[config.mk]
export PLATFORM = sky130hd
export DESIGN_NAME = wwd_watchdog
export DESIGN_NICKNAME = d
export VERILOG_FILES = /design/src/rtl/_unused_placeholder_removed.sv /design/src/rtl/wwd_pkg.sv /design/src/rtl/wwd_watchdog.sv
export SDC_FILE = /design/constraint.sdc
export NUM_CORES = 1
export LEC_CHECK = 0
export ABC_AREA = 1
export BUFFER_PORTS_ARGS = -buffer_cell sky130_fd_sc_hd__buf_2
export CAP_MARGIN = 20
export CORE_MARGIN = 10
export CORE_UTILIZATION = 55
export CTS_BUF_LIST = sky130_fd_sc_hd__clkbuf_8
export CTS_CLUSTER_SIZE = 24
export DETAILED_ROUTE_END_ITERATION = 12
export PLACE_DENSITY = 0.75
export SYNTH_ARGS = -nofsm -noshare
export SYNTH_HDL_FRONTEND = slang
export SYNTH_SLANG_ARGS = --single-unit
[constraint.sdc]
create_clock -name clk_i -period 6.5 [get_ports clk_i]
set_input_delay 0.325 -clock clk_i [delete_from_list [all_inputs] [get_ports clk_i]]
set_output_delay 0.325 -clock clk_i [all_outputs]
set_load 0.05 [all_outputs]
[src/rtl/_unused_placeholder_removed.sv]
// Intentionally empty design file slot
`timescale 1ns/1ps

[src/rtl/wwd_pkg.sv]
// Package: constants, register map and field layout of the windowed watchdog
package wwd_pkg;
   // ---------------------------------------------------------------
   // Register byte offsets
   // ---------------------------------------------------------------
   localparam logic [7:0] WWD_OFS_SERVICE = 8'h00;
   localparam logic [7:0] WWD_OFS_BITOP   = 8'h04;
   localparam logic [7:0] WWD_OFS_OSCCTL  = 8'h08;
   localparam logic [7:0] WWD_OFS_IMS     = 8'h0C;
   localparam logic [7:0] WWD_OFS_IXS     = 8'h10;
   localparam logic [7:0] WWD_OFS_STATUS  = 8'h14;
   localparam logic [7:0] WWD_OFS_COUNT   = 8'h18;

   // ---------------------------------------------------------------
   // Option byte fields
   // ---------------------------------------------------------------
   localparam int WWD_OPT_LOCK_BIT = 0;
   localparam int WWD_OPT_OVF_LSB  = 1;
   localparam int WWD_OPT_OVF_MSB  = 3;
   localparam int WWD_OPT_EN_BIT   = 4;
   localparam int WWD_OPT_WIN_LSB  = 5;
   localparam int WWD_OPT_WIN_MSB  = 6;

   // ---------------------------------------------------------------
   // Service register values and control fields
   // ---------------------------------------------------------------
   localparam logic [7:0] WWD_KEY        = 8'hAC;
   localparam logic [7:0] WWD_RD_ENABLED = 8'h9A;
   localparam logic [7:0] WWD_RD_DISABLE = 8'h1A;
   localparam int         WWD_OSC_STOP_BIT = 1;

   // Status fields
   localparam int WWD_ST_FLAG    = 0;
   localparam int WWD_ST_CAU_LSB = 1;
   localparam int WWD_ST_CAU_MSB = 3;
   localparam int WWD_ST_RUN     = 4;
   localparam int WWD_ST_OPEN    = 5;
   localparam int WWD_ST_FIRST   = 6;

   // ---------------------------------------------------------------
   // Counter and window geometry
   // ---------------------------------------------------------------
   localparam int          WWD_CNT_W    = 17;
   localparam int          WWD_BASE_EXP = 10;
   localparam logic [1:0]  WWD_WIN_25   = 2'h0;
   localparam logic [1:0]  WWD_WIN_50   = 2'h1;
   localparam logic [1:0]  WWD_WIN_75   = 2'h2;
   localparam logic [15:0] WWD_EXEMPT_LO = 16'hFB00;

   // Memory area reset values: ROM top / high RAM base, expanded RAM base / top
   localparam logic [31:0] WWD_IMS_RST = 32'hF800_8000;
   localparam logic [31:0] WWD_IXS_RST = 32'hF000_F000;

   // Reset cause codes
   localparam logic [2:0] WWD_CAU_NONE   = 3'h0;
   localparam logic [2:0] WWD_CAU_OVF    = 3'h1;
   localparam logic [2:0] WWD_CAU_KEY    = 3'h2;
   localparam logic [2:0] WWD_CAU_CLOSED = 3'h3;
   localparam logic [2:0] WWD_CAU_BITOP  = 3'h4;
   localparam logic [2:0] WWD_CAU_FETCH  = 3'h5;
   localparam logic [2:0] WWD_CAU_DATA   = 3'h6;

   // Option byte is caught this many cycles plus one after reset release
   localparam logic [1:0] WWD_LOAD_CYC = 2'h2;
endpackage

[src/rtl/wwd_watchdog.sv]
// Windowed watchdog timer with illegal access detection and Wishbone register slave
`timescale 1ns/1ps
module wwd_watchdog
   import wwd_pkg::*;
(
   input  wire logic        clk_i,
   input  wire logic        rst_i,
   // Wishbone classic slave
   input  wire logic        wb_cyc_i,
   input  wire logic        wb_stb_i,
   input  wire logic        wb_we_i,
   input  wire logic [7:0]  wb_adr_i,
   input  wire logic [3:0]  wb_sel_i,
   input  wire logic [31:0] wb_dat_i,
   output logic      [31:0] wb_dat_o,
   output logic             wb_ack_o,
   // Option byte pins and low-speed oscillator
   input  wire logic [7:0]  option_byte_i,
   input  wire logic        lowspeed_clk_i,
   // Processor core status, same clock
   input  wire logic        halt_mode_i,
   input  wire logic        stop_mode_i,
   input  wire logic        self_prog_i,
   input  wire logic        cpu_fetch_i,
   input  wire logic        cpu_read_i,
   input  wire logic        cpu_write_i,
   input  wire logic [15:0] cpu_addr_i,
   // Reset controller
   output logic             wdt_reset_req_o,
   output logic [2:0]       wdt_reset_cause_o,
   output logic             watchdog_reset_cause_flag_o
);

   // ---------------------------------------------------------------
   // State
   // ---------------------------------------------------------------
   typedef struct packed {
      // Input synchronisers
      logic [7:0]           opt_s1;
      logic [7:0]           opt_s2;
      logic                 ls_s1;
      logic                 ls_s2;
      logic                 ls_s3;
      // Option byte image
      logic [1:0]           load_cnt;
      logic                 loaded;
      logic                 wdt_en;
      logic [2:0]           ovf_sel;
      logic [1:0]           win_sel;
      logic                 osc_lock;
      logic                 osc_stop;
      // Memory area limits
      logic [31:0]          internal_memory_size_register;
      logic [31:0]          expanded_ram_size_register;
      // Counter and service state
      logic [WWD_CNT_W-1:0] cnt;
      logic                 first_done;
      logic                 pend_err;
      logic [2:0]           pend_cause;
      // Reset request and bus
      logic                 rst_req;
      logic [2:0]           cause;
      logic                 flag;
      logic                 ack;
      logic [31:0]          rdata;
   } wwd_state_t;

   wwd_state_t s_reg;
   wwd_state_t s_next;

   // ---------------------------------------------------------------
   // Combinational helpers
   // ---------------------------------------------------------------
   logic                 tick;
   logic                 running;
   logic [WWD_CNT_W:0]   period;
   logic [WWD_CNT_W-1:0] period_m1;
   logic [WWD_CNT_W-1:0] close_lim;
   logic                 win_open;
   logic                 wb_req;
   logic                 wr_hit;
   logic                 fetch_ok;
   logic                 data_ok;

   function automatic logic in_area(input logic [15:0] a,
                                    input logic [31:0] internal_memory_size_register,
                                    input logic [31:0] expanded_ram_size_register);
      logic rom_ok;
      logic ram_ok;
      logic xram_ok;
      // ROM from zero, high RAM to the top, expanded RAM between its limits
      rom_ok  = a < internal_memory_size_register[15:0];
      ram_ok  = a >= internal_memory_size_register[31:16];
      xram_ok = (a >= expanded_ram_size_register[15:0]) && (a < expanded_ram_size_register[31:16]);
      return rom_ok | ram_ok | xram_ok;
   endfunction

   always_comb begin
      // ---------------------------------------------------------------
      // Low-speed tick
      // ---------------------------------------------------------------
      // Edge of the low-speed clock taken from the second and third flops
      tick      = s_reg.ls_s2 & ~s_reg.ls_s3;

      // ---------------------------------------------------------------
      // Count enable
      // ---------------------------------------------------------------
      // Halt, stop and oscillator stop only freeze when the oscillator is not locked
      running   = s_reg.wdt_en & (s_reg.osc_lock
                  | ~(halt_mode_i | stop_mode_i | s_reg.osc_stop));

      // ---------------------------------------------------------------
      // Period and window
      // ---------------------------------------------------------------
      // One bit wider: the longest period would wrap to zero in the count width
      period    = (WWD_CNT_W+1)'(32'h0000_0001 << (WWD_BASE_EXP + 32'(s_reg.ovf_sel)));
      period_m1 = WWD_CNT_W'(period - (WWD_CNT_W+1)'(1));
      unique case (s_reg.win_sel)
         WWD_WIN_25: close_lim = WWD_CNT_W'(period - (period >> 2));
         WWD_WIN_50: close_lim = WWD_CNT_W'(period >> 1);
         WWD_WIN_75: close_lim = WWD_CNT_W'(period >> 2);
         default:    close_lim = '0;
      endcase
      win_open  = s_reg.cnt >= close_lim;

      // ---------------------------------------------------------------
      // Bus and access decode
      // ---------------------------------------------------------------
      wb_req    = wb_cyc_i & wb_stb_i & ~s_reg.ack;
      wr_hit    = wb_req & wb_we_i;
      fetch_ok  = in_area(cpu_addr_i, s_reg.internal_memory_size_register, s_reg.expanded_ram_size_register);
      data_ok   = fetch_ok | (cpu_addr_i >= WWD_EXEMPT_LO);
   end

   // ---------------------------------------------------------------
   // Next state
   // ---------------------------------------------------------------
   always_comb begin
      logic       fire;
      logic [2:0] fire_cause;
      logic       key_err;
      logic [2:0] key_cause;
      logic       clear;
      fire       = 1'b0;
      fire_cause = WWD_CAU_NONE;
      key_err    = 1'b0;
      key_cause  = WWD_CAU_NONE;
      clear      = 1'b0;
      s_next     = s_reg;

      // ---------------------------------------------------------------
      // Input synchronisers
      // ---------------------------------------------------------------
      s_next.opt_s1 = option_byte_i;
      s_next.opt_s2 = s_reg.opt_s1;
      s_next.ls_s1  = lowspeed_clk_i;
      s_next.ls_s2  = s_reg.ls_s1;
      s_next.ls_s3  = s_reg.ls_s2;

      // ---------------------------------------------------------------
      // Option byte
      // ---------------------------------------------------------------
      // Option byte caught once after release; counting then starts on its own
      if (!s_reg.loaded) begin
         if (s_reg.load_cnt == WWD_LOAD_CYC) begin
            s_next.loaded   = 1'b1;
            s_next.wdt_en   = s_reg.opt_s2[WWD_OPT_EN_BIT];
            s_next.ovf_sel  = s_reg.opt_s2[WWD_OPT_OVF_MSB:WWD_OPT_OVF_LSB];
            s_next.win_sel  = s_reg.opt_s2[WWD_OPT_WIN_MSB:WWD_OPT_WIN_LSB];
            s_next.osc_lock = s_reg.opt_s2[WWD_OPT_LOCK_BIT];
         end else begin
            s_next.load_cnt = s_reg.load_cnt + 2'h1;
         end
      end

      // ---------------------------------------------------------------
      // Bus handshake
      // ---------------------------------------------------------------
      // Bus handshake: answer one cycle after the request, drop next cycle
      s_next.ack = wb_req;

      // ---------------------------------------------------------------
      // Service register writes
      // ---------------------------------------------------------------
      if (wr_hit && wb_sel_i[0] && wb_adr_i == WWD_OFS_SERVICE && s_reg.wdt_en) begin
         if (wb_dat_i[7:0] != WWD_KEY) begin
            key_err   = 1'b1;
            key_cause = WWD_CAU_KEY;
         end else if (s_reg.first_done && !win_open) begin
            key_err   = 1'b1;
            key_cause = WWD_CAU_CLOSED;
         end else begin
            clear             = 1'b1;
            s_next.first_done = 1'b1;
         end
      end

      // ---------------------------------------------------------------
      // Bit manipulation
      // ---------------------------------------------------------------
      // Read-modify-write alias models a single-bit instruction
      if (wr_hit && wb_adr_i == WWD_OFS_BITOP && s_reg.wdt_en) begin
         key_err   = 1'b1;
         key_cause = WWD_CAU_BITOP;
      end

      // ---------------------------------------------------------------
      // Deferred key errors
      // ---------------------------------------------------------------
      // A frozen count (halt, stop or oscillator stop with the lock clear) defers the reset until counting resumes
      if (key_err && !running) begin
         s_next.pend_err   = 1'b1;
         s_next.pend_cause = key_cause;
      end else if (key_err) begin
         fire       = 1'b1;
         fire_cause = key_cause;
      end else if (s_reg.pend_err && running) begin
         fire       = 1'b1;
         fire_cause = s_reg.pend_cause;
      end

      // ---------------------------------------------------------------
      // Illegal access detection
      // ---------------------------------------------------------------
      // Illegal access detection follows the enable bit
      if (s_reg.wdt_en && !fire) begin
         if (cpu_fetch_i && !fetch_ok) begin
            fire       = 1'b1;
            fire_cause = WWD_CAU_FETCH;
         end else if ((cpu_read_i || cpu_write_i) && !data_ok) begin
            fire       = 1'b1;
            fire_cause = WWD_CAU_DATA;
         end
      end

      // ---------------------------------------------------------------
      // Counter
      // ---------------------------------------------------------------
      // Counter; a key clear beats an overflow in the same cycle
      if (clear) begin
         s_next.cnt = '0;
      end else if (running && tick) begin
         if (s_reg.cnt == period_m1) begin
            if (!fire) begin
               fire       = 1'b1;
               fire_cause = WWD_CAU_OVF;
            end
         end else begin
            s_next.cnt = s_reg.cnt + WWD_CNT_W'(1);
         end
      end

      // ---------------------------------------------------------------
      // Other registers
      // ---------------------------------------------------------------
      if (wr_hit && wb_adr_i == WWD_OFS_OSCCTL && wb_sel_i[0]) begin
         s_next.osc_stop = wb_dat_i[WWD_OSC_STOP_BIT];
      end
      for (int b = 0; b < 4; b++) begin
         if (wr_hit && wb_sel_i[b] && wb_adr_i == WWD_OFS_IMS) begin
            s_next.internal_memory_size_register[b*8 +: 8] = wb_dat_i[b*8 +: 8];
         end
         if (wr_hit && wb_sel_i[b] && wb_adr_i == WWD_OFS_IXS) begin
            s_next.expanded_ram_size_register[b*8 +: 8] = wb_dat_i[b*8 +: 8];
         end
      end
      if (wr_hit && wb_sel_i[0] && wb_adr_i == WWD_OFS_STATUS
          && wb_dat_i[WWD_ST_FLAG]) begin
         s_next.flag = 1'b0;
      end

      // ---------------------------------------------------------------
      // Reset request
      // ---------------------------------------------------------------
      // Single reset request; record cause and flag, clear the counter, first service and pending error, other registers keep their values
      s_next.rst_req = fire;
      if (fire) begin
         s_next.cause      = fire_cause;
         s_next.flag       = 1'b1;
         s_next.cnt        = '0;
         s_next.first_done = 1'b0;
         s_next.pend_err   = 1'b0;
      end

      // ---------------------------------------------------------------
      // Read data
      // ---------------------------------------------------------------
      s_next.rdata = '0;
      if (wb_req && !wb_we_i) begin
         unique case (wb_adr_i)
            WWD_OFS_SERVICE: begin
               s_next.rdata[7:0] = s_reg.wdt_en ? WWD_RD_ENABLED : WWD_RD_DISABLE;
            end
            WWD_OFS_OSCCTL: begin
               s_next.rdata[WWD_OSC_STOP_BIT] = s_reg.osc_stop;
            end
            WWD_OFS_IMS: begin
               s_next.rdata = s_reg.internal_memory_size_register;
            end
            WWD_OFS_IXS: begin
               s_next.rdata = s_reg.expanded_ram_size_register;
            end
            WWD_OFS_STATUS: begin
               s_next.rdata[WWD_ST_FLAG]                   = s_reg.flag;
               s_next.rdata[WWD_ST_CAU_MSB:WWD_ST_CAU_LSB] = s_reg.cause;
               s_next.rdata[WWD_ST_RUN]                    = running;
               s_next.rdata[WWD_ST_OPEN]                   = win_open;
               s_next.rdata[WWD_ST_FIRST]                  = s_reg.first_done;
            end
            WWD_OFS_COUNT: begin
               s_next.rdata[WWD_CNT_W-1:0] = s_reg.cnt;
            end
            default: begin
               s_next.rdata = '0;
            end
         endcase
      end
   end

   // ---------------------------------------------------------------
   // Registers
   // ---------------------------------------------------------------
   always_ff @(posedge clk_i or posedge rst_i) begin
      if (rst_i) begin
         s_reg      <= '0;
         s_reg.internal_memory_size_register  <= WWD_IMS_RST;
         s_reg.expanded_ram_size_register  <= WWD_IXS_RST;
      end else begin
         s_reg <= s_next;
      end
   end

   // ---------------------------------------------------------------
   // Outputs
   // ---------------------------------------------------------------
   assign wb_dat_o                    = s_reg.rdata;
   assign wb_ack_o                    = s_reg.ack;
   assign wdt_reset_req_o             = s_reg.rst_req;
   assign wdt_reset_cause_o           = s_reg.cause;
   assign watchdog_reset_cause_flag_o = s_reg.flag;

   // ---------------------------------------------------------------
   // Unused inputs
   // ---------------------------------------------------------------
   // Self-programming needs no special handling: counting never pauses for it
   logic unused_ok;
   assign unused_ok = self_prog_i;

endmodule

### Yosys cells after proc, flatten, opt, wreduce, memory -nomap -nowiden

Cells that the tools add are included.

* add/sub/neg operators: 5
* magnitude comparators: 6
* eq/ne operators: 14
* shifts and indexed selects: 1
* muxes and demuxes: 51
* bitwise operators: 16
* reductions and logical operators: 46

Operators by type and width (count)
* 17-bit two-way mux: 3
* 17-bit case mux with 3 select lines: 1
* 3-bit two-way mux: 11
* 16-bit >= comparator: 2
* 16-bit < comparator: 2
* 32-bit two-way mux: 1
* 15-bit case mux with 2 select lines: 1
* 1-bit logical AND: 29
* 9-bit case mux with 3 select lines: 1
* 5-bit case mux with 5 select lines: 1
* 8-bit by 5-bit equality test with 1-bit output, second input constant: 3
* 8-bit two-way mux: 3
* 1-bit two-way mux: 21
* 19-bit two-way mux: 1
* 1-bit by 5-bit left shift with 18-bit output, first input constant: 1
* 17-bit by 1-bit adder with 17-bit output, second input constant: 1
* 17-bit equality test: 1
* 17-bit >= comparator: 1
* 17-bit by 1-bit subtractor with 17-bit output, second input constant: 1
* 17-bit by 16-bit subtractor with 17-bit output: 1
* 8-bit by 4-bit equality test with 1-bit output, second input constant: 2
* 16-bit >= comparator, second input constant: 1
* 8-bit by 3-bit equality test with 1-bit output, second input constant: 1
* 8-bit zero test: 1
* 22 further kinds: 48

* bits in registers: 152
* input port bits: 80
* output and inout port bits: 38
* logic and storage cells: 168

### Depth between registers and ports, before layout

Gate-level depths: netlist (run 1).

* word-level depth: 21
* mapped depth: 30
* depth with buffers taken out: 29

### Least setup slack after synthesis (run 1)

No wires, ideal clock.

* kind: reg2reg
* from: reg s_reg[129] in the netlist's numbering
* to: reg s_reg[44] in the netlist's numbering
* data arrival time: 3.384 ns
* data required time: 6.383 ns
* slack: 2.999 ns
* cell stages (with the launch flop): 26
* buffers on the path: 1
* cell sequence: dfrtp_1 > inv_1 > ha_1 > inv_1 > nor2_1 > nand2_1 > xor2_1 > o221a_2 > ha_1 > nand2_1 > inv_1 > o21ai_0 > o21ai_0 > nor2_1 > nand3_1 > nand2_1 > nand2_2 > nand2_2 > nand2_2 > nand2_1 > nand2_2 > nand2_4 > nand3_4 > buf_2 > nand2_1 > nand2_1

* longest elaborated chain between the ends: 21
* elaborated cells between the ends (all ways): 32
* classes of those cells: 3 x add/sub; 1 x order compare; 2 x eq/ne; 1 x shift; 18 x mux; 7 x reduce/logical

RTL lines
* start: declaration: RTL line wwd_watchdog.sv:68 `wwd_state_t s_reg;`
* start signal: assignment: RTL line wwd_watchdog.sv:329 `s_reg <= s_next;`
* 4-bit by 3-bit adder with 5-bit output (*): RTL line wwd_watchdog.sv:116 `period = (WWD_CNT_W+1)'(32'h0000_0001 << (WWD_BASE_EXP + 32'(s_reg.ovf_sel)));`
* 1-bit by 5-bit left shift with 18-bit output (*): RTL line wwd_watchdog.sv:116
* 17-bit by 16-bit subtractor with 17-bit output: RTL line wwd_watchdog.sv:119 `WWD_WIN_25: close_lim = WWD_CNT_W'(period - (period >> 2));`
* 17-bit case mux with 3 select lines: RTL line wwd_watchdog.sv:118 `unique case (s_reg.win_sel)`
* 17-bit >= comparator: RTL line wwd_watchdog.sv:124 `win_open = s_reg.cnt >= close_lim;`
* 1-bit zero test: RTL line wwd_watchdog.sv:189 `end else if (s_reg.first_done && !win_open) begin`
* 1-bit logical AND: RTL line wwd_watchdog.sv:189
* 1-bit two-way mux: RTL line wwd_watchdog.sv:189
* [5 not listed]
* 1-bit two-way mux / 1-bit zero test (equally long branches): RTL line wwd_watchdog.sv:230, wwd_watchdog.sv:226
* 1-bit two-way mux / 1-bit logical AND (equally long branches): RTL line wwd_watchdog.sv:227, wwd_watchdog.sv:226
* 1-bit two-way mux: RTL line wwd_watchdog.sv:226 `if (s_reg.wdt_en && !fire) begin`
* 1-bit two-way mux: RTL line wwd_watchdog.sv:243 `if (s_reg.cnt == period_m1) begin`
* 1-bit two-way mux: RTL line wwd_watchdog.sv:242 `end else if (running && tick) begin`
* 1-bit two-way mux: RTL line wwd_watchdog.sv:240 `if (clear) begin`
* 3-bit inequality test (no line) / 3-bit nonzero test (equally long branches)
* 2-bit AND reduction (no line)

Every way passes the cells marked *; elsewhere a longest branch is shown, timed or not.
A chain may end at the register's enable or synchronous reset.

### Final worst setup path (run 1)

* from: reg s_reg[129] in the netlist's numbering
* to: reg s_reg[57] in the netlist's numbering

The elaborated chain is that of the path after synthesis.

==> results of run 1 <==
## kinds of logic after synthesis
kind of cell,Yosys count,synth area share [%]
mux,1,0.117
buf+inv,260,11.8
other cells,2,0.0781
xor+xnor,9,0.819
flops,152,39.7
compound gates,237,13.4
simple gates,487,21.8
fa+ha+maj,94,12.2
## critical path: cells and delay by family, from the launching register on
kind / cells / cell delay, ns
and+or+nand+nor: 19 / 2.77
buffers and inverters: 2 / 0.25
AOI/OAI and AO/OA: 4 / 0.37
DFF: 1 / 0.53
adders and majority gates: 2 / 0.63
## synthesized netlist by cell type, types with 2 or more instances
library cell,instances
nor3_1,9
a221oi_1,4
nor2_2,2
nand3_1,38
dfstp_2,14
a21oi_1,86
buf_6,3
nand4_1,30
clkinv_1,2
buf_2,6
o211ai_1,5
a211oi_1,2
clkbuf_1,18
nor4_1,6
o21ai_0,104
ha_1,94
conb_1,2
nor2_1,91
nor3_4,2
xor2_1,8
or2_2,5
o21a_1,3
nand2_2,7
nand2_1,284
o221ai_1,2
a31oi_1,4
buf_4,35
o22ai_1,21
dfrtp_1,138
nand3b_1,6
inv_1,196
## metrics by stage
stage | std cells | area (sq um)
floorplan | 1250 | 9650
global placement | 1530 | 10100
detailed placement | 1530 | 10100
CTS | 1570 | 10600
global route | 1571 | 10600
finish | 1571 | 10600
## per-layer routing
metal / vias to the layer above / track usage [%] / wire length [um]
li1: 4188 / - / -
met1: 3910 / 29.1 / 11200
met2: 313 / 30.9 / 10600
met3: 31 / 5.25 / 1850
met4: 0 / 5.87 / 369
met5: - / 0 / 0
## worst paths after layout
check | startpoint | end | cells after the start
max reg2reg | s_reg[129] | s_reg[57] | 27
max in group asynchronous | rst_i | s_reg[105] | 3
max | s_reg[129] | s_reg[57] | 27
min reg2reg | s_next[142] | s_reg[142] | 0
min in group clk_i | wb_dat_i[27] | s_reg[119] | 3
min | rst_i | s_next[135] | 2
## power breakdown
part,internal (uW),total [uW],switching [uW]
combinational,108,307,199
clock,332,749,417
sequential,973,1010,33.8
total,1410,2060,650
## layout by cell type, fill, tap and decap left out, drive strengths merged, types with 30 or more instances in the layout
cell and n:
dfrtp 138, nand4 30, buf 117, inv 206
a21oi 86, nor2 93, nand2 292, ha 94
nand3 40, o21ai 104
## area by class of cell
| type | count | area (sq um) |
|---|---|---|
| well taps | 225 | 282 |
| inverters | 198 | 748 |
| multi-input cells | 838 | 4690 |
| fillers | 1586 | 6620 |
| diodes | 1 | 2.50 |
| clock buffers | 18 | 248 |
| repair buffers | 125 | 671 |
| clock inverters | 14 | 151 |
| flip-flops and latches | 152 | 3820 |
==> impl_metrics.py, run 1 <==
metrics = {
    "finish": {
        "finish.utilization_pct": 61.6,
        "fin_nets": 1506,
        "area_growth_pct": 10.3,
        "largest_reg_flops": 105,
        "drive_gt1_share_pct": 13.8,
    },
    "outcome": {
        "outcome": "completed",
    },
    "logic_synthesis": {
        "synth_area_sq_um": 9620,
        "yosys_register_bits": 152,
        "synth-edff-count": 0,
        "synthCells": 1242,
        "synthFlopType": "dfrtp_1",
        "synthArstFlopShare_pct": 100,
        "ys_seq_area_share_pct": 39.7,
        "syn_avg_cell_area_sq_um": 7.75,
        "netlist.area_leader.share_pct": 35.9,
        "synth_cell_types": 46,
        "ys_warn_count": 0,
        "synthTopCellsByArea": "dfrtp_1, ha_1, nand2_1",
        "yosysTopAreaCell": "dfrtp_1",
    },
    "global_routing": {
        "antenna_found_initial": 1,
        "grt_pass1_vias": 8060,
        "grt.overflow.total": 0,
        "grt_max_degree": 86,
        "grt_pass1_wl_mm": 40.3,
        "grt.total_usage_pct": 20.7,
    },
    "sta": {
        "finalSetupViolations": 0,
        "hold_violations": 0,
        "tightest_slew_ns": 0.966,
        "fmax_mhz": 217,
        "timing.setup.tns_ns": 0,
        "final.min_clock_period_ns": 4.62,
        "relSlewSlack_pct": 35.6,
        "post-route-period-util_pct": 71.0,
        "rsz0062_at_grt": "no",
        "skew_ns": 0.0144,
        "setup_ws_ns": 1.88,
        "whs_ns": 0.00147,
        "final_max_slew_viol_count": 0,
    },
    "pwr": {
        "p_leak_uw": 0.00525,
        "power_uw": 2060,
        "power_density_nw_per_um2": 194,
        "vdd.ir_drop.worst_uv": 215,
    },
    "clock_network": {
        "clk_pin_slew_ns": 0.09,
        "cts_tree": "done",
        "clockBufferDepth": 2,
        "cts_resized": 0,
        "cts_hold_buf": 8,
        "postCtsSetupRepairBufs": 0,
        "cts_made_buffers": 17,
        "clk_latency_ns": 0.47,
        "root_buffer": "clkbuf_8",
        "htreeDepth": 4,
        "clock_sinks": 152,
    },
    "detailed_routing": {
        "routed_wl_mm": 24.0,
        "vias": 8442,
        "wl_per_cell_um": 15.3,
        "drc": 0,
        "vias_per_cell": 5.37,
        "firstDrtPassIters": 7,
        "drt.antenna.violating_nets": 0,
        "dr.first_iter.drc_count": 826,
    },
    "critical_path": {
        "cp.arrival_ns": 5.02,
        "cp.required_ns": 6.91,
        "slowest_delay_ns": 0.53,
        "crit_fanout": 23,
        "critPathLaunchType": "flop",
        "crit_slowest_cell": "dfrtp_1",
        "criticalPathCategory": "reg -> reg",
        "crit_top_cell": "nand2_1",
        "endpoint_kind": "flop",
        "r2r_slack_ns": 1.88,
    },
    "placement": {
        "numPortBuffers": 115,
        "pre_cts_slack_ns": 1.97,
        "dpl.hpwl_mm": 18.1,
        "place_congestion": 0.941,
    },
    "floorplanning": {
        "initial_core_util_pct": 55.8,
        "die_x_um": 152,
        "dieHeight_um": 152,
        "rows": 48,
        "io_pins": 118,
        "die_area_sq_um": 23200,
        "coreArea_sq_um": 17200,
    },
    "run": {
        "maxCapViolCount": 0,
    },
    "hold_path": {
        "hold_class": "in -> async",
    },
}
Power figures use the tool's default switching activity.
==> run 2, diff against run 1 <==
==> constraint.sdc (replaced) <==
create_clock -name clk_i -period 4.7 [get_ports clk_i]
set_input_delay 0.235 -clock clk_i [delete_from_list [all_inputs] [get_ports clk_i]]
set_output_delay 0.235 -clock clk_i [all_outputs]
set_load 0.05 [all_outputs]
==> run 2 against run 1 <==
Net effect:
- sequential cell count stayed put
- global-route usage is 0.23 points higher
- final cell count is 0.51% higher
==> impl_metrics.py, run 2 (same netlist as run 1, synthesis figures left out) <==
metrics = {
    "outcome": {
        "outcome": "completed",
    },
    "floorplanning": {
        "initial_core_util_pct": 55.8,
        "io_pins": 118,
        "die_area_sq_um": 23200,
        "rows": 48,
        "dieHeight_um": 152,
        "die_x_um": 152,
        "coreArea_sq_um": 17200,
    },
    "critical_path": {
        "cp.arrival_ns": 4.50,
        "crit_slowest_cell": "dfrtp_2",
        "path_delay_family": "simple AND/OR/NAND/NOR gates",
        "criticalPathCategory": "reg -> reg",
        "crit_top_cell": "nand2_1",
        "crit_fanout": 17,
        "cp.required_ns": 5.05,
        "path_buf_inv": 2,
        "endpoint_kind": "flop",
        "critPathLaunchType": "flop",
        "slowest_delay_ns": 0.46,
    },
    "sta": {
        "finalSetupViolations": 0,
        "post-route-period-util_pct": 88.4,
        "final_max_slew_viol_count": 0,
        "tightest_slew_ns": 0.872,
        "hold_violations": 0,
        "relSlewSlack_pct": 41.9,
        "final.min_clock_period_ns": 4.16,
        "setup_ws_ns": 0.544,
        "skew_ns": 0.0151,
        "timing.setup.tns_ns": 0,
        "rsz0062_at_grt": "no",
        "fmax_mhz": 241,
    },
    "finish": {
        "area_growth_pct": 11.0,
        "final_common_cell": "nand2_1",
        "regArea_sq_um": 3820,
        "mostFrequentLayoutCells": "nand2_1, inv_1, dfrtp_1",
        "antenna_cells": 0,
        "drive_gt1_share_pct": 14.1,
        "n_fill_cell": 1590,
        "multi_input_area_sq_um": 4710,
        "largest_reg_flops": 105,
        "fin_nets": 1515,
    },
    "detailed_routing": {
        "drt.antenna.violating_nets": 0,
        "firstDrtPassIters": 6,
        "vias": 8412,
        "wl_per_cell_um": 15.4,
        "routed_wl_mm": 24.3,
        "dr.first_iter.drc_count": 673,
        "drc": 0,
        "vias_per_cell": 5.33,
    },
    "placement": {
        "place_congestion": 0.937,
        "pre_cts_slack_ns": 0.317,
        "numPortBuffers": 115,
        "dpl.hpwl_mm": 18.5,
    },
    "global_routing": {
        "grt_max_degree": 59,
        "grt.overflow.total": 0,
        "antenna_found_initial": 0,
        "grt_pass1_wl_mm": 40.4,
        "grt_pass1_vias": 8052,
        "grt.total_usage_pct": 21.0,
    },
    "pwr": {
        "power_density_nw_per_um2": 262,
        "vdd.ir_drop.worst_uv": 194,
        "p_leak_uw": 0.00528,
    },
    "clock_network": {
        "htreeDepth": 4,
        "cts_made_buffers": 17,
        "clk_latency_ns": 0.46,
        "cts_tree": "done",
        "clk_pin_slew_ns": 0.09,
        "clock_sinks": 152,
        "clockBufferDepth": 2,
        "root_buffer": "clkbuf_8",
    },
    "run": {
        "maxCapViolCount": 0,
    },
    "hold_path": {
        "hold_class": "in -> reg",
    },
}
run 2: final timing paths:
path | start | to | slack, ns | cells past startpoint
worst max-delay path | s_reg[129] | s_reg[44] | 0.54 | 26
worst min-delay path | wb_dat_i[27] | s_reg[119] | 0.02 | 3
worst max register to register | s_reg[129] | s_reg[44] | 0.54 | 26
worst min register to register | s_next[140] | s_reg[140] | 0.35 | 0
max in group asynchronous | rst_i | wb_dat_o[21] | 3.19 | 4
min in group asynchronous | rst_i | s_next[138] | 0.37 | 3
run 2: through the flow:
| step | instances | cell area, sq um | hold slack, ns | utilization [%] | total power (uW) |
|---|---|---|---|---|---|
| after floorplan | 1250 | 9650 | 0.266 | - | 1710 |
| after global placement | 1535 | 10200 | 0.328 | 59.0 | 1820 |
| after detailed placement | 1535 | 10200 | 0.329 | 59.0 | 1840 |
| after CTS | 1579 | 10700 | 0.000833 | 61.9 | 2820 |
| after global routing | 1579 | 10700 | 0.0183 | 62.0 | 2940 |
| final | 1579 | 10700 | 0.0207 | 62.0 | 2800 |
run 2: what timing repair did:
| item | in CTS | in global routing |
|---|---|---|
| gates resized for setup | 0 | 4 |
| endpoints found under the hold margin | 68 | 0 |
| setup buffers | 0 | 0 |
| setup endpoints to repair | 0 | 22 |
| hold buffers | 12 | 0 |
run 2: cell type report:
type	count	area share, %
Clock buffer	18	2.32
Clock inverter	14	1.18
Inverter	198	7.00
Multi-Input combinational cell	838	44.1
Sequential cell	152	35.8
Tap cell	225	2.64
Timing Repair Buffer	134	7.00
run 2: report_power, final:
| group | internal [uW] | leakage (uW) | switching, uW |
|---|---|---|---|
| combinational | 154 | 0.00310 | 281 |
| sequential | 1350 | 0.00199 | 45.3 |
| clock | 435 | 0.000189 | 539 |
| total | 1930 | 0.00528 | 865 |
run 2: per-layer routing:
metal / wire length [um] / GRT usage (%) / part of all wire (%)
met1: 11700 / 29.4 / 48
met2: 10600 / 31.4 / 44
met3: 1740 / 5.19 / 7.1
met4: 317 / 5.87 / 1.3
met5: 0 / 0 / 0
run 2: tightest hold or removal path, cell delays in order:
cell,delay (ns)
buf_2,0.09
inv_1,0.05
o21ai_0,0.09
==> run 3, diff against run 2 <==
--- a/config.mk
+++ b/config.mk
@@ -14,6 +14,7 @@
 export CTS_CLUSTER_SIZE = 24
 export DETAILED_ROUTE_END_ITERATION = 12
 export PLACE_DENSITY = 0.75
+export REMOVE_ABC_BUFFERS = 1
 export SYNTH_ARGS = -nofsm -noshare
 export SYNTH_HDL_FRONTEND = slang
 export SYNTH_SLANG_ARGS = --single-unit
==> run 3 against run 2 <==
Net effect:
- the flow now finishes with violations (negative hold slack)
- register-to-register slack lost 0.04 ns
- sequential power about the same
- die area is the same
- via count increased by 0.86%
- critical path type unchanged
- highest routed layer unchanged
==> impl_metrics.py, run 3 (same netlist as run 1, synthesis figures left out) <==
metrics = {
    "sta": {
        "hold_violations": 32,
        "final.min_clock_period_ns": 4.20,
        "relSlewSlack_pct": 35.6,
        "post-route-period-util_pct": 89.3,
        "whs_ns": -0.0368,
        "tightest_slew_ns": 0.966,
        "skew_ns": 0.0132,
        "timing.setup.tns_ns": 0,
        "final_max_slew_viol_count": 0,
        "rsz0062_at_grt": "no",
        "fmax_mhz": 238,
        "finalSetupViolations": 0,
    },
    "placement": {
        "placed_cells": 1534,
        "dpl.hpwl_mm": 18.4,
        "numPortBuffers": 115,
        "place_congestion": 0.911,
    },
    "critical_path": {
        "cp.arrival_ns": 4.53,
        "endpoint_kind": "flop",
        "crit_fanout": 15,
        "criticalPathCategory": "reg -> reg",
        "critPathLaunchType": "flop",
        "cp.required_ns": 5.04,
    },
    "finish": {
        "multi_input_area_sq_um": 4700,
        "n_fill_cell": 1562,
        "antenna_cells": 0,
        "regArea_sq_um": 3820,
        "final_common_cell": "nand2_1",
        "largest_reg_flops": 105,
        "fin_nets": 1517,
        "mostFrequentLayoutCells": "nand2_1, inv_1, dfrtp_1",
        "final-instance-count-excl-fill": 1581,
        "area_growth_pct": 11.4,
        "drive_gt1_share_pct": 14.1,
    },
    "detailed_routing": {
        "drc": 0,
        "vias_per_cell": 5.37,
        "vias": 8484,
        "wl_per_cell_um": 15.4,
        "dr.first_iter.drc_count": 715,
        "firstDrtPassIters": 6,
        "drt.antenna.violating_nets": 0,
        "routed_wl_mm": 24.4,
    },
    "floorplanning": {
        "io_pins": 118,
        "rows": 48,
        "dieHeight_um": 152,
        "die_x_um": 152,
        "coreArea_sq_um": 17200,
        "initial_core_util_pct": 55.8,
        "die_area_sq_um": 23200,
    },
    "clock_network": {
        "clockBufferDepth": 2,
        "htreeDepth": 4,
        "clk_latency_ns": 0.47,
        "cts_tree": "done",
        "postCtsSetupRepairBufs": 0,
        "root_buffer": "clkbuf_8",
        "cts_made_buffers": 17,
        "clock_sinks": 152,
        "clk_pin_slew_ns": 0.09,
    },
    "pwr": {
        "power_density_nw_per_um2": 268,
        "power_uw": 2870,
        "vdd.ir_drop.worst_uv": 269,
        "p_leak_uw": 0.00530,
    },
    "outcome": {
        "violations": "negative hold slack",
        "outcome": "complete, but fails checks",
    },
    "global_routing": {
        "grt_max_degree": 108,
        "grt_pass1_vias": 8151,
        "antenna_found_initial": 0,
        "grt.overflow.total": 0,
        "grt_pass1_wl_mm": 40.9,
        "grt.total_usage_pct": 21.0,
    },
    "hold_path": {
        "hold_class": "in -> async",
    },
    "run": {
        "maxCapViolCount": 0,
    },
}
## run 3: layer usage
layer | vias to the layer above | wire length (um) | global-route usage [%] | share of wire (%)
met4 | 0 | 291 | 6.05 | 1.2
li1 | 4216 | - | - | -
met5 | - | 0 | 0 | 0
met3 | 22 | 1810 | 4.80 | 7.4
met1 | 3913 | 11200 | 28.8 | 46
met2 | 333 | 11100 | 32.5 | 45
## run 3: layout make-up
cell class                      count  share of cell area (%)
Sequential cell                   152                    35.6
Timing Repair Buffer              136                    7.19
Tap cell                          225                    2.63
Clock buffer                       17                    2.18
Multi-Input combinational cell    838                    43.8
Clock inverter                     15                    1.55
Inverter                          198                    6.98
## run 3: what timing repair did
item                       in CTS  in global routing
setup endpoints to repair       0                 22
hold endpoints to repair       18                  0
gates resized for setup         0                  2
hold buffers                   15                  0
## run 3: final timing paths
| kind | startpoint | endpoint | depth (start not counted) | slack, ns |
|---|---|---|---|---|
| worst max-delay path | s_reg[129] | wdt_reset_cause_o[2] | 25 | 0.50 |
| worst min-delay path | rst_i | s_reg[54] | 2 | -0.04 |
| worst min register to register | s_next[141] | s_reg[141] | 0 | 0.35 |
| worst max register to register | s_reg[129] | wdt_reset_cause_o[2] | 25 | 0.50 |
| max in group asynchronous | rst_i | wdt_reset_cause_o[1] | 3 | 3.52 |
| min in group clk_i | wb_dat_i[15] | s_reg[107] | 3 | 0.01 |
## run 3: worst max-delay path: stages, from the launching register on
cell,delay [ns]
dfrtp_1,0.51
inv_1,0.20
ha_1,0.35
nor2_1,0.30
nand2_1,0.15
a21oi_1,0.18
o31ai_1,0.09
o311ai_0,0.09
inv_1,0.08
ha_1,0.28
nand2_1,0.07
nor2_1,0.14
nand3_1,0.08
nand3_1,0.08
nand2_1,0.08
nand3_1,0.19
nand2_1,0.12
nand2_2,0.13
nand2_2,0.07
nand2_2,0.15
nand2_1,0.09
nand2_2,0.08
nand2_4,0.11
buf_4,0.24
nand3_1,0.11
nand4_1,0.11
## run 3: power breakdown
part / switching, uW / leakage, uW / total, uW / internal, uW
combinational: 281 / 0.00311 / 435 / 154
clock: 558 / 0.000205 / 1040 / 484
sequential: 45.6 / 0.00199 / 1390 / 1350
## run 3: through the flow
stage / util [%] / hold slack (ns) / worst slack (ns) / area (sq um)
finish: 62.2 / -0.0368 / 0.503 / 10700
global route: 62.2 / 0.00731 / 0.0487 / 10700
CTS: 62.2 / 0.00191 / 0.353 / 10700
detailed placement: 59.0 / 0.335 / 0.379 / 10200
global placement: 59.0 / 0.332 / 0.486 / 10200
floorplan: - / 0.266 / 0.395 / 9260
